**src/core/ctl_regs_pkg.sv**
```systemverilog
// constants for the chip and queue control register group
// How it works
// - mask resets E1h; a one blocks that source
// - command bits: one acts, zero does nothing, except soft reset bit, where zero leaves soft reset
// - d tx reset clears queue, idles, sends ones
// - d rx reset clears queue, stays idle
// - reset strobe finishes before accompanying enables
// - d tx enable starts queue, reads zero
// - d rx enable starts queue, reads zero
// - soft reset acts as pin reset, bus kept
// - soft reset held until software writes zero
// - iso clear strobe drops crc error flag
// - digital loop stays set until soft reset
// - remote loop returns b channels, until reset
// - b command: same strobes for b1, b2
// - phase field selects 0/260/520/1040 ns
// - iso flag set on crc error, sticky
// - underrun/overflow disable queue; enable clears flag
// - host uses bulk out writes, bulk in reads
package ctl_regs_pkg;
    // register offsets
    localparam logic [7:0] OFS_IRQ_SOURCE_GATE = 8'h00;
    localparam logic [7:0] OFS_D_CHANNEL_COMMAND = 8'h01;
    localparam logic [7:0] OFS_B_CHANNEL_COMMAND = 8'h02;
    localparam logic [7:0] OFS_OUTPUT_PHASE_CONTROL = 8'h03;
    // reset values
    localparam logic [7:0] RST_IRQ_SOURCE_GATE = 8'hE1;
    localparam logic [1:0] RST_PHASE_COMP = 2'h0;
    // d command bit positions
    localparam int D_TX_RESET_BIT = 7;
    localparam int D_RX_RESET_BIT = 6;
    localparam int D_TX_ENABLE_BIT = 5;
    localparam int D_RX_ENABLE_BIT = 4;
    localparam int SOFT_RESET_BIT = 3;
    localparam int ISO_CLEAR_BIT = 2;
    localparam int DIGITAL_LOOP_BIT = 1;
    localparam int REMOTE_LOOP_BIT = 0;
    // b command nibble positions, strobe order inside a nibble
    localparam int FIRST_B_NIBBLE = 4;
    localparam int SECOND_B_NIBBLE = 0;
    localparam int NIB_TX_RESET = 3;
    localparam int NIB_RX_RESET = 2;
    localparam int NIB_TX_ENABLE = 1;
    localparam int NIB_RX_ENABLE = 0;
    // phase field
    localparam int PHASE_LSB = 0;
    localparam int PHASE_W = 2;
    // timing
    localparam int CLK_PERIOD_PS = 8000;
    localparam int PHASE_1_NS = 260;
    localparam int PHASE_2_NS = 520;
    localparam int PHASE_3_NS = 1040;
    localparam logic [7:0] PHASE_1_CYC =
        8'((PHASE_1_NS * 1000) / CLK_PERIOD_PS);
    localparam logic [7:0] PHASE_2_CYC =
        8'((PHASE_2_NS * 1000) / CLK_PERIOD_PS);
    localparam logic [7:0] PHASE_3_CYC =
        8'((PHASE_3_NS * 1000) / CLK_PERIOD_PS);
    // channel indices
    localparam int CH_D = 0;
    localparam int CH_B1 = 1;
    localparam int CH_B2 = 2;
    localparam int NUM_CH = 3;

    typedef enum logic [0:0] {
        SEQ_IDLE = 1'b0,
        SEQ_CLEAR = 1'b1
    } seq_e;
endpackage

```
**src/core/chan_ctl_if.sv**
```systemverilog
// strobes and status between the register group and a channel unit
`timescale 1ns/1ps
interface chan_ctl_if;
    logic tx_rst;
    logic rx_rst;
    logic tx_en;
    logic rx_en;
    logic hold;
    logic tx_underrun_evt;
    logic tx_overflow_evt;
    logic rx_overflow_evt;
    logic tx_active;
    logic rx_active;
    logic tx_clear;
    logic rx_clear;
    logic tx_underrun_flag;
    logic tx_overflow_flag;
    logic rx_overflow_flag;

    modport regs (
        output tx_rst, rx_rst, tx_en, rx_en, hold,
        output tx_underrun_evt, tx_overflow_evt, rx_overflow_evt,
        input tx_active, rx_active, tx_clear, rx_clear,
        input tx_underrun_flag, tx_overflow_flag, rx_overflow_flag
    );
    modport unit (
        input tx_rst, rx_rst, tx_en, rx_en, hold,
        input tx_underrun_evt, tx_overflow_evt, rx_overflow_evt,
        output tx_active, rx_active, tx_clear, rx_clear,
        output tx_underrun_flag, tx_overflow_flag, rx_overflow_flag
    );
endinterface

```
**src/core/ctl_regs.sv**
```systemverilog
// chip and queue control register group behind the bulk pipes
`timescale 1ns/1ps
module ctl_regs (
    input wire logic clk,
    input wire logic rst_b,
    input wire logic reg_wr,
    input wire logic reg_rd,
    input wire logic [7:0] reg_addr,
    input wire logic [7:0] reg_wdata,
    output logic [7:0] reg_rdata,
    output logic reg_rvalid,
    input wire logic [7:0] irq_raw,
    output logic [7:0] irq_source_gate,
    output logic [7:0] irq_status_flags,
    input wire logic iso_crc_bad,
    output logic iso_out_crc_error_flag,
    input wire logic [2:0] tx_underrun_evt,
    input wire logic [2:0] tx_overflow_evt,
    input wire logic [2:0] rx_overflow_evt,
    output logic [2:0] tx_queue_clear,
    output logic [2:0] rx_queue_clear,
    output logic [2:0] tx_queue_enable,
    output logic [2:0] rx_queue_enable,
    output logic [2:0] tx_fill_ones,
    output logic [2:0] tx_underrun_flag,
    output logic [2:0] tx_overflow_flag,
    output logic [2:0] rx_overflow_flag,
    output logic chip_reset_hold,
    output logic digital_loop_bit,
    output logic remote_loop_bit,
    output logic [1:0] phase_comp_select,
    output logic [7:0] phase_delay_cycles
);
    // =========================================================
    // decode
    // =========================================================
    logic soft_chip_reset;
    logic wr_mask;
    logic wr_d_cmd;
    logic wr_b_cmd;
    logic wr_phase;
    logic d_act;
    logic b_act;
    logic [3:0] d_nib;
    logic [3:0] b1_nib;
    logic [3:0] b2_nib;

    function automatic logic [7:0] phase_cycles(input logic [1:0] sel);
        logic [7:0] c;
        c = 8'h00;
        if (sel == 2'h1) begin
            c = ctl_regs_pkg::PHASE_1_CYC;
        end else if (sel == 2'h2) begin
            c = ctl_regs_pkg::PHASE_2_CYC;
        end else if (sel == 2'h3) begin
            c = ctl_regs_pkg::PHASE_3_CYC;
        end
        return c;
    endfunction

    always_comb begin
        wr_mask = 1'b0;
        wr_d_cmd = 1'b0;
        wr_b_cmd = 1'b0;
        wr_phase = 1'b0;
        if (reg_wr) begin
            if (reg_addr == ctl_regs_pkg::OFS_IRQ_SOURCE_GATE) begin
                wr_mask = 1'b1;
            end else if (reg_addr == ctl_regs_pkg::OFS_D_CHANNEL_COMMAND) begin
                wr_d_cmd = 1'b1;
            end else if (reg_addr == ctl_regs_pkg::OFS_B_CHANNEL_COMMAND) begin
                wr_b_cmd = 1'b1;
            end else if (reg_addr
                == ctl_regs_pkg::OFS_OUTPUT_PHASE_CONTROL) begin
                wr_phase = 1'b1;
            end
        end
    end

    // no strobe acts while the chip is held in soft reset
    assign d_act = wr_d_cmd && !soft_chip_reset;
    assign b_act = wr_b_cmd && !soft_chip_reset;
    // zero bits give zero strobes, so nothing else is touched
    assign d_nib = d_act ? reg_wdata[7:4] : 4'h0;
    assign b1_nib = b_act
        ? reg_wdata[ctl_regs_pkg::FIRST_B_NIBBLE +: 4] : 4'h0;
    assign b2_nib = b_act
        ? reg_wdata[ctl_regs_pkg::SECOND_B_NIBBLE +: 4] : 4'h0;

    // =========================================================
    // soft reset
    // =========================================================
    // usb side (this register port) keeps running through it
    always_ff @(posedge clk or negedge rst_b) begin
        if (!rst_b) begin
            soft_chip_reset <= 1'b0;
        end else if (wr_d_cmd) begin
            soft_chip_reset <=
                reg_wdata[ctl_regs_pkg::SOFT_RESET_BIT];
        end
    end
    assign chip_reset_hold = soft_chip_reset;

    // =========================================================
    // configuration registers
    // =========================================================
    always_ff @(posedge clk or negedge rst_b) begin
        if (!rst_b) begin
            irq_source_gate <= ctl_regs_pkg::RST_IRQ_SOURCE_GATE;
        end else if (soft_chip_reset) begin
            irq_source_gate <= ctl_regs_pkg::RST_IRQ_SOURCE_GATE;
        end else if (wr_mask) begin
            irq_source_gate <= reg_wdata;
        end
    end

    // a masked source never reaches the status view
    always_ff @(posedge clk or negedge rst_b) begin
        if (!rst_b) begin
            irq_status_flags <= 8'h00;
        end else begin
            irq_status_flags <= irq_raw & ~irq_source_gate;
        end
    end

    always_ff @(posedge clk or negedge rst_b) begin
        if (!rst_b) begin
            phase_comp_select <= ctl_regs_pkg::RST_PHASE_COMP;
        end else if (soft_chip_reset) begin
            phase_comp_select <= ctl_regs_pkg::RST_PHASE_COMP;
        end else if (wr_phase) begin
            phase_comp_select <= reg_wdata[ctl_regs_pkg::PHASE_LSB +:
                ctl_regs_pkg::PHASE_W];
        end
    end

    always_ff @(posedge clk or negedge rst_b) begin
        if (!rst_b) begin
            phase_delay_cycles <= 8'h00;
        end else begin
            phase_delay_cycles <= phase_cycles(phase_comp_select);
        end
    end

    // loops only leave on soft or pin reset, never on a zero write
    always_ff @(posedge clk or negedge rst_b) begin
        if (!rst_b) begin
            digital_loop_bit <= 1'b0;
            remote_loop_bit <= 1'b0;
        end else if (soft_chip_reset) begin
            digital_loop_bit <= 1'b0;
            remote_loop_bit <= 1'b0;
        end else if (d_act) begin
            if (reg_wdata[ctl_regs_pkg::DIGITAL_LOOP_BIT]) begin
                digital_loop_bit <= 1'b1;
            end
            if (reg_wdata[ctl_regs_pkg::REMOTE_LOOP_BIT]) begin
                remote_loop_bit <= 1'b1;
            end
        end
    end

    // a crc error in the same cycle as the clear keeps the flag
    always_ff @(posedge clk or negedge rst_b) begin
        if (!rst_b) begin
            iso_out_crc_error_flag <= 1'b0;
        end else if (soft_chip_reset) begin
            iso_out_crc_error_flag <= 1'b0;
        end else if (iso_crc_bad) begin
            iso_out_crc_error_flag <= 1'b1;
        end else if (d_act && reg_wdata[ctl_regs_pkg::ISO_CLEAR_BIT]) begin
            iso_out_crc_error_flag <= 1'b0;
        end
    end

    // =========================================================
    // read port
    // =========================================================
    always_ff @(posedge clk or negedge rst_b) begin
        if (!rst_b) begin
            reg_rdata <= 8'h00;
            reg_rvalid <= 1'b0;
        end else begin
            reg_rvalid <= reg_rd;
            if (reg_rd) begin
                if (reg_addr == ctl_regs_pkg::OFS_IRQ_SOURCE_GATE) begin
                    reg_rdata <= irq_source_gate;
                end else if (reg_addr
                    == ctl_regs_pkg::OFS_OUTPUT_PHASE_CONTROL) begin
                    reg_rdata <= {6'h00, phase_comp_select};
                end else begin
                    reg_rdata <= 8'h00;
                end
            end
        end
    end

    // =========================================================
    // channel units: 0 d, 1 b1, 2 b2
    // =========================================================
    chan_ctl_if ch[ctl_regs_pkg::NUM_CH] ();
    logic [3:0] nib[ctl_regs_pkg::NUM_CH];
    assign nib[ctl_regs_pkg::CH_D] = d_nib;
    assign nib[ctl_regs_pkg::CH_B1] = b1_nib;
    assign nib[ctl_regs_pkg::CH_B2] = b2_nib;

    for (genvar i = 0; i < ctl_regs_pkg::NUM_CH; i++) begin : g_ch
        assign ch[i].tx_rst = nib[i][ctl_regs_pkg::NIB_TX_RESET];
        assign ch[i].rx_rst = nib[i][ctl_regs_pkg::NIB_RX_RESET];
        assign ch[i].tx_en = nib[i][ctl_regs_pkg::NIB_TX_ENABLE];
        assign ch[i].rx_en = nib[i][ctl_regs_pkg::NIB_RX_ENABLE];
        assign ch[i].hold = soft_chip_reset;
        assign ch[i].tx_underrun_evt = tx_underrun_evt[i];
        assign ch[i].tx_overflow_evt = tx_overflow_evt[i];
        assign ch[i].rx_overflow_evt = rx_overflow_evt[i];
        assign tx_queue_enable[i] = ch[i].tx_active;
        assign rx_queue_enable[i] = ch[i].rx_active;
        // idle transmitter sends all-ones fill
        assign tx_fill_ones[i] = !ch[i].tx_active;
        assign tx_queue_clear[i] = ch[i].tx_clear;
        assign rx_queue_clear[i] = ch[i].rx_clear;
        assign tx_underrun_flag[i] = ch[i].tx_underrun_flag;
        assign tx_overflow_flag[i] = ch[i].tx_overflow_flag;
        assign rx_overflow_flag[i] = ch[i].rx_overflow_flag;
        queue_ctrl u_queue (
            .clk(clk),
            .rst_b(rst_b),
            .bus(ch[i])
        );
    end
endmodule

```
**src/core/queue_ctrl.sv**
```systemverilog
// per channel queue reset/enable sequencer with error flags
`timescale 1ns/1ps
module queue_ctrl (
    input wire logic clk,
    input wire logic rst_b,
    chan_ctl_if.unit bus
);
    ctl_regs_pkg::seq_e state;
    logic pend_tx_en;
    logic pend_rx_en;
    logic go_tx;
    logic go_rx;

    // =========================================================
    // sequencing
    // =========================================================
    // enables take effect only once any reset in flight is done
    always_comb begin
        go_tx = 1'b0;
        go_rx = 1'b0;
        if (state == ctl_regs_pkg::SEQ_CLEAR) begin
            go_tx = pend_tx_en | bus.tx_en;
            go_rx = pend_rx_en | bus.rx_en;
        end else if (!(bus.tx_rst || bus.rx_rst)) begin
            go_tx = bus.tx_en;
            go_rx = bus.rx_en;
        end
    end

    always_ff @(posedge clk or negedge rst_b) begin
        if (!rst_b) begin
            state <= ctl_regs_pkg::SEQ_IDLE;
            pend_tx_en <= 1'b0;
            pend_rx_en <= 1'b0;
        end else if (bus.hold) begin
            state <= ctl_regs_pkg::SEQ_IDLE;
            pend_tx_en <= 1'b0;
            pend_rx_en <= 1'b0;
        end else begin
            case (state)
                ctl_regs_pkg::SEQ_IDLE: begin
                    if (bus.tx_rst || bus.rx_rst) begin
                        state <= ctl_regs_pkg::SEQ_CLEAR;
                        pend_tx_en <= bus.tx_en;
                        pend_rx_en <= bus.rx_en;
                    end
                end
                default: begin
                    state <= ctl_regs_pkg::SEQ_IDLE;
                    pend_tx_en <= 1'b0;
                    pend_rx_en <= 1'b0;
                end
            endcase
        end
    end

    // =========================================================
    // transmit side
    // =========================================================
    always_ff @(posedge clk or negedge rst_b) begin
        if (!rst_b) begin
            bus.tx_active <= 1'b0;
            bus.tx_clear <= 1'b0;
        end else if (bus.hold) begin
            bus.tx_active <= 1'b0;
            bus.tx_clear <= 1'b1;
        end else begin
            // an error also empties the queue, as a reset would
            bus.tx_clear <= bus.tx_rst
                || (bus.tx_active
                    && (bus.tx_underrun_evt || bus.tx_overflow_evt));
            if (bus.tx_rst && state == ctl_regs_pkg::SEQ_IDLE) begin
                bus.tx_active <= 1'b0;
            end else if (bus.tx_active
                && (bus.tx_underrun_evt || bus.tx_overflow_evt)) begin
                bus.tx_active <= 1'b0;
            end else if (go_tx) begin
                bus.tx_active <= 1'b1;
            end
        end
    end

    // set wins over the clear done by a new enable
    always_ff @(posedge clk or negedge rst_b) begin
        if (!rst_b) begin
            bus.tx_underrun_flag <= 1'b0;
            bus.tx_overflow_flag <= 1'b0;
        end else if (bus.hold) begin
            bus.tx_underrun_flag <= 1'b0;
            bus.tx_overflow_flag <= 1'b0;
        end else begin
            if (bus.tx_active && bus.tx_underrun_evt) begin
                bus.tx_underrun_flag <= 1'b1;
            end else if (go_tx) begin
                bus.tx_underrun_flag <= 1'b0;
            end
            if (bus.tx_active && bus.tx_overflow_evt) begin
                bus.tx_overflow_flag <= 1'b1;
            end else if (go_tx) begin
                bus.tx_overflow_flag <= 1'b0;
            end
        end
    end

    // =========================================================
    // receive side
    // =========================================================
    always_ff @(posedge clk or negedge rst_b) begin
        if (!rst_b) begin
            bus.rx_active <= 1'b0;
            bus.rx_clear <= 1'b0;
            bus.rx_overflow_flag <= 1'b0;
        end else if (bus.hold) begin
            bus.rx_active <= 1'b0;
            bus.rx_clear <= 1'b1;
            bus.rx_overflow_flag <= 1'b0;
        end else begin
            bus.rx_clear <= bus.rx_rst
                || (bus.rx_active && bus.rx_overflow_evt);
            if (bus.rx_rst && state == ctl_regs_pkg::SEQ_IDLE) begin
                bus.rx_active <= 1'b0;
            end else if (bus.rx_active && bus.rx_overflow_evt) begin
                bus.rx_active <= 1'b0;
            end else if (go_rx) begin
                bus.rx_active <= 1'b1;
            end
            if (bus.rx_active && bus.rx_overflow_evt) begin
                bus.rx_overflow_flag <= 1'b1;
            end else if (go_rx) begin
                bus.rx_overflow_flag <= 1'b0;
            end
        end
    end
endmodule

```
**config.mk**
```make
export PLATFORM = sky130hd
export DESIGN_NAME = ctl_regs
export DESIGN_NICKNAME = d
export VERILOG_FILES = /design/src/core/ctl_regs_pkg.sv /design/src/core/chan_ctl_if.sv /design/src/core/ctl_regs.sv /design/src/core/queue_ctrl.sv
export SDC_FILE = /design/constraint.sdc
export NUM_CORES = 1
export LEC_CHECK = 0
export ABC_CLOCK_PERIOD_IN_PS = 2500
export BUFFER_PORTS_ARGS = -buffer_cell sky130_fd_sc_hd__buf_2
export CORE_MARGIN = 2
export CORE_UTILIZATION = 35
export DETAILED_ROUTE_END_ITERATION = 10
export GPL_ROUTABILITY_DRIVEN = 1
export PLACE_DENSITY = 0.66
export RECOVER_POWER = 50
export SYNTH_ARGS = -nofsm -noshare
export SYNTH_HDL_FRONTEND = slang
export SYNTH_HIERARCHICAL = 1
export SYNTH_SLANG_ARGS = --single-unit
```
**constraint.sdc**
```tcl
create_clock -name clk -period 2.5 [get_ports clk]
set_input_delay 0.125 -clock clk [delete_from_list [all_inputs] [get_ports clk]]
set_output_delay 0.125 -clock clk [all_outputs]
set_load 0.005 [all_outputs]
```
==> results of run 1 <==
-- metrics by stage --
stage / worst slack [ps] / cells / hold slack (ps) / util [%] / total power [W]
detailed placement: 242 / 434 / 196 / 41.6 / 0.00210
floorplan: 497 / 259 / -171 / - / 0.00189
global route: 318 / 460 / 2.14 / 45.0 / 0.00321
global placement: 388 / 434 / 198 / 41.6 / 0.00209
CTS: 600 / 460 / 0.565 / 45.4 / 0.00309
finish: 497 / 460 / 4.58 / 45.0 / 0.00302
-- final cells by class --
cell class,count,area [um^2],area share [%]
sequential,64,1610,43.0
multi-input combinational,149,1130,30.2
timing repair buffer,112,606,16.2
clock buffer,13,149,3.98
tap,105,131,3.51
clock inverter,3,65.1,1.74
inverter,14,52.6,1.41
-- where the power goes --
part	internal, W	switching (W)	total (W)
clock network	0.000589	0.000386	0.000975
logic	0.000356	0.000301	0.000657
registers	0.00125	0.000138	0.00139
-- worst paths after layout --
path | startpoint | slack, ps | to | cells past startpoint
min reg2reg | irq_source_gate[1]$_DFFE_PN0P_ | 490 | irq_status_flags[1]$_DFF_PN0_ | 1
min in group asynchronous | rst_b | 720 | g_ch[0].u_queue/pend_rx_en$_DFFE_PN0P_ | 2
min | irq_raw[0] | 5 | irq_status_flags[0]$_DFF_PN0_ | 2
max | chip_reset_hold$_DFFE_PN0P_ | 500 | chip_reset_hold | 2
max reg2reg | chip_reset_hold$_DFFE_PN0P_ | 570 | g_ch[2].u_queue/bus.tx_active$_DFFE_PN0P_ | 3
max in group asynchronous | rst_b | 830 | irq_source_gate[0]$_DFFE_PN1P_ | 3
-- cell families (layout without fill, tap and decap cells) --
| kind of cell | count (synthesis) | after routing | share of synthesized area (%) |
|---|---|---|---|
| AOI/OAI and AO/OA | 49 | 49 | 15.3 |
| buffers and inverters | 46 | 142 | 9.92 |
| DFF | 64 | 64 | 53.1 |
| muxes | 10 | 10 | 3.35 |
| other | 1 | 3 | 0.124 |
| and+or+nand+nor | 87 | 87 | 18.3 |
-- per-layer routing --
metal  up-vias  GRT usage [%]  routed length (um)
met5         -              0                   0
met1      1077           20.4                3110
li1       1074              -                   -
met3        11           4.70                 413
met4         0           5.53                 110
met2        65           23.2                3130
-- worst max-delay path, stage by stage (launching register included) --
cell,delay [ps]
dfrtp_1,400
clkbuf_1,870
buf_2,270
-- what timing repair did --
action                     4_1_cts  5_1_grt
setup buffers                    0        0
hold endpoints to repair        33        0
setup endpoints to repair        0        0
resized for setup                0        0
hold buffers                    10        0
-- placed cells by master (no fill, tap or decap), types with 9 or more instances in the layout --
| cell | n |
|---|---|
| inv_1 | 14 |
| nor2b_1 | 12 |
| nor2_1 | 14 |
| dlygate4sd3_1 | 10 |
| a22o_1 | 9 |
| buf_2 | 76 |
| and2_1 | 12 |
| dfrtp_1 | 60 |
| clkbuf_8 | 10 |
| clkbuf_1 | 25 |
| mux2i_1 | 9 |
| nor3_1 | 11 |
==> metrics, run 1 <==
outcome finished, violations left; failing checks max-capacitance violations, max-slew violations; vias in the first global route 2253; post-DR wirelength/cell 14.7 um; Final Hold Fails 0; mapped cell area 3030 um^2; part of the cycle the worst path needs 80.1%; H-tree Lvls 3; clock buffer depth 2; worst IR drop on VDD 334 uV; # setup viols final 0; clock sinks 64; Clock transition at path regs 70 ps; total core area 8300 um^2; clk root buf clkbuf_8; Final Critical Period 2000 ps; Slew HR -5.37%; PwrDens 809 nW/um^2; chip height 97.0 um; fillcell total 791; biggest regs irq_source_gate x8, irq_status_flags x8, reg_rdata x8; setup TNS 0 ps; NumNets Final 388; final slew viol count 28; post-placement cell area 3450 um^2; Final Skew 7.43 ps; die area 9410 um^2; Final Wtd Congestion 0.815; Distinct cells, synth 40; area delta synth->final 23.5%; I/O pin cnt 101; HP Class in2reg; initial antenna violation count 0; Worst Tran Pin Value 1580 ps; finished layout cell area 3740 um^2; Area contributors post-synth dfrtp_1 (50%), buf_4 (6.4%), dfstp_2 (3.5%); CTS buffer count 9; global-route wire length before repair 11400 um; Mapped Cells 257; layout cell share with drive strength beyond 1 34.9%; DRC Markers 0; Chip Width 97.0 um; Leakage Power 1.84 nW; kind of critical path reg2out; CTS tree built; Max Cap Viol 1; Main synth FF type dfrtp_1; IO buf count 97; First-pass DRT Iterations 4; Worst Setup End Kind output port; startpoint class of the critical path register; vias per inst 4.84; initial core utilization 36.5%; routed via count 2227; insertion delay to the later sink of the worst-skew pair 340 ps; Routed Antenna Nets 0; number of flops mapped to enable cells by yosys 0; row count 33; syn avg cell area 11.8 um^2; WL final 6770 um; fmax 499 MHz; leading area contributor after synthesis dfrtp_1; Total GRT Usage 15.2%; Final HPWL DP 5010 um; register area share after synthesis 53.1%; Synth warnings 6; Yosys reg bits 64; Iteration-0 DRC Markers 50; largest net degree at the start of global routing 38; Worst EP arrival 1880 ps; most frequent cell after synthesis dfrtp_1; crit-path max FO 25; total gr overflow 0; RSZ-0062 raised after global routing false; share of the synthesized area in the top cell type 49.6%; # diodes 0; critical path required time 2380 ps; ys async rst share 100%; synth cell count leaders dfrtp_1 (60), buf_4 (26), inv_1 (14), nor2_1 (14), and2_1 (13)
Note: power is estimated with default switching activity, not from simulation.
==> inputs of run 2 (changes only) <==
- ABC_AREA: unset -> 1
- ABC_CLOCK_PERIOD_IN_PS: 2500 -> 2000
- clock period: 2.5 -> 2 ns (I/O delays scaled with it)
==> run 2 against run 1 <==
  * The run now ends clean
  * Clock power rose by 38%
  * Non-clock buffer count did not move
  * Core utilization rose by 0.28 points
  * Via count rose by 21%
  * Wire length rose by 6.6%
  * Total power rose by 27%
  * Combinational power rose by 27%
  * Sequential share of layout area fell by 2.3 points
  * Cell area rose by 5.7%
  * Clock skew rose by 0.57 ps
  * Largest power group unchanged
==> metrics, run 2 <==
outcome finished, final reports clean; part of the cycle the worst path needs 81.0%; vias per inst 4.41; Yosys reg bits 64; Area contributors post-synth dfrtp_1 (48%), nand2_1 (14%), inv_1 (8.3%); area delta synth->final 25.5%; Final Hold Fails 0; Worst Tran Pin Value 900 ps; Final Skew 8.00 ps; NumNets Final 538; Iteration-0 DRC Markers 86; Final Wtd Congestion 0.871; Main synth FF type dfrtp_1; Final Critical Period 1620 ps; worst IR drop on VDD 388 uV; final slew viol count 0; CTS buffer count 9; clock buffer depth 2; Worst Setup End Kind register; die area 9780 um^2; syn avg cell area 7.82 um^2; RSZ-0062 raised after global routing false; clock sinks 64; CTS tree built; Crit path max-delay family simple AND/OR/NAND/NOR gates; most frequent cell after synthesis nand2_1; Synth warnings 6; Routed Antenna Nets 0; ys async rst share 100%; most frequent CP cell nand2_1; Worst Setup SP chip_reset_hold$_DFFE_PN0P_; PwrDens 970 nW/um^2; # diodes 0; register area share after synthesis 51.0%; Mapped Cells 403; clk root buf clkbuf_8; mapped cell area 3150 um^2; crit-path max FO 8; critical path's slowest cell dfrtp_1; routed via count 2701; global-route wire length before repair 11900 um; reg-to-reg critical path startpoint chip_reset_hold$_DFFE_PN0P_; H-tree Lvls 3; Total GRT Usage 15.1%; Worst EP arrival 1840 ps; critical path required time 2220 ps; vias in the first global route 2719; WL final 7220 um; biggest regs irq_source_gate x8, irq_status_flags x8, reg_rdata x8; Leakage Power 2.36 nW; leading area contributor after synthesis dfrtp_1; fmax 618 MHz; DRC Markers 0; worst-path cell chain nor3_2 > nand4_2 > nor2_1 > inv_1 > nand2_1 > nand2_2 > nand2_1 > a21oi_1; chip height 98.9 um; commonest non-fill, non-tap cells in the layout nand2_1 (115), buf_2 (93), inv_1 (70); most common cell after layout, fill and taps aside nand2_1; Distinct cells, synth 24; Post-CTS Resized 0; post-DR wirelength/cell 11.8 um; Clock transition at path regs 80 ps; initial core utilization 36.1%; Final HPWL DP 5230 um; total core area 8720 um^2; synth cell count leaders nand2_1 (115), inv_1 (70), dfrtp_1 (60), nor2_1 (50), nand3_1 (34); share of the synthesized area in the top cell type 47.7%; initial antenna violation count 0; hold_sp reg_wdata[3]; kind of critical path reg2reg; First-pass DRT Iterations 4; insertion delay to the later sink of the worst-skew pair 340 ps; number of flops mapped to enable cells by yosys 0; total gr overflow 0; max incr delay on CP 420 ps; setup TNS 0 ps; Buf+Inv Stages, Crit Path 1; startpoint class of the critical path register; HP Class in2reg; # setup viols final 0; I/O pin cnt 101; row count 34; IO buf count 97; Chip Width 98.9 um; overall power 0.00383 W; Slew HR 40.0%; largest net degree at the start of global routing 65; layout cell share with drive strength beyond 1 26.3%; Max Cap Viol 0
-- run 2: cell types whose count changed after synthesis, moves of 11 or more --
cell / before / now
nor2_1: 14 / 50
nor2b_1: 12 / 0
nand3_1: 1 / 34
nand2_1: 6 / 115
nor3_1: 11 / 0
inv_1: 14 / 70
and2_1: 13 / 1
-- run 2: cell type report --
type	count	area [um^2]
clock buffer	9	124
clock inverter	7	120
fill	864	4770
inverter	72	270
multi-input combinational	241	1080
sequential	64	1610
tap	108	135
timing repair buffer	112	619
-- run 2: kinds of logic after synthesis --
logic type / after synthesis / share of synthesized area [%]
other: 1 / 0.119
DFF: 64 / 51.0
and+or+nand+nor: 218 / 30.2
AOI/OAI and AO/OA: 20 / 3.65
buffers and inverters: 100 / 15.1
-- run 2: worst paths after layout --
check                      cells after the start                                               end  slack (ps)
min reg2reg                                    2                          reg_rdata[5]$_DFFE_PN0P_         490
max                                            8         g_ch[1].u_queue/bus.tx_active$_DFFE_PN0P_         380
min                                            3                    irq_source_gate[3]$_DFFE_PN0P_          10
max reg2reg                                    8         g_ch[1].u_queue/bus.tx_active$_DFFE_PN0P_         380
max in group asynchronous                      3  g_ch[0].u_queue/bus.tx_underrun_flag$_DFFE_PN0P_         870
min in group asynchronous                      3  g_ch[2].u_queue/bus.rx_overflow_flag$_DFFE_PN0P_         550
-- run 2: layer usage --
metal	GRT usage (%)	part of all wire [%]	wire length, um
met5	0	0	0
met4	7.17	1.7	123
met3	3.55	5.8	417
met2	26.0	50	3590
met1	17.6	43	3090
-- run 2: through the flow --
stage                     worst slack [ps]  instance area, um^2  hold slack [ps]  cells  utilization, %
final                                  381                 3950             13.7    613            45.3
after global routing                   206                 3950             13.3    613            45.3
after CTS                              365                 3970             3.33    613            45.6
after detailed placement               366                 3610              146    585            41.4
after global placement                 438                 3610              141    585            41.4
after floorplan                        299                 3160             -196    405               -
-- run 2: power by group --
| group | switching, W | total [W] | internal, W |
|---|---|---|---|
| combinational | 0.000452 | 0.000832 | 0.000380 |
| sequential | 0.000138 | 0.00165 | 0.00151 |
| clock | 0.000520 | 0.00135 | 0.000830 |
-- run 2: timing repair --
action,CTS,global route
hold buffers,12,0
endpoints found under the setup margin,0,0
buffers inserted,0,0
hold endpoints to repair,71,0
-- run 2: worst min-delay path: cells and delay by family --
kind	cells	cell delay, ps
AND/OR/NAND/NOR	2	110
buffers and inverters	1	100
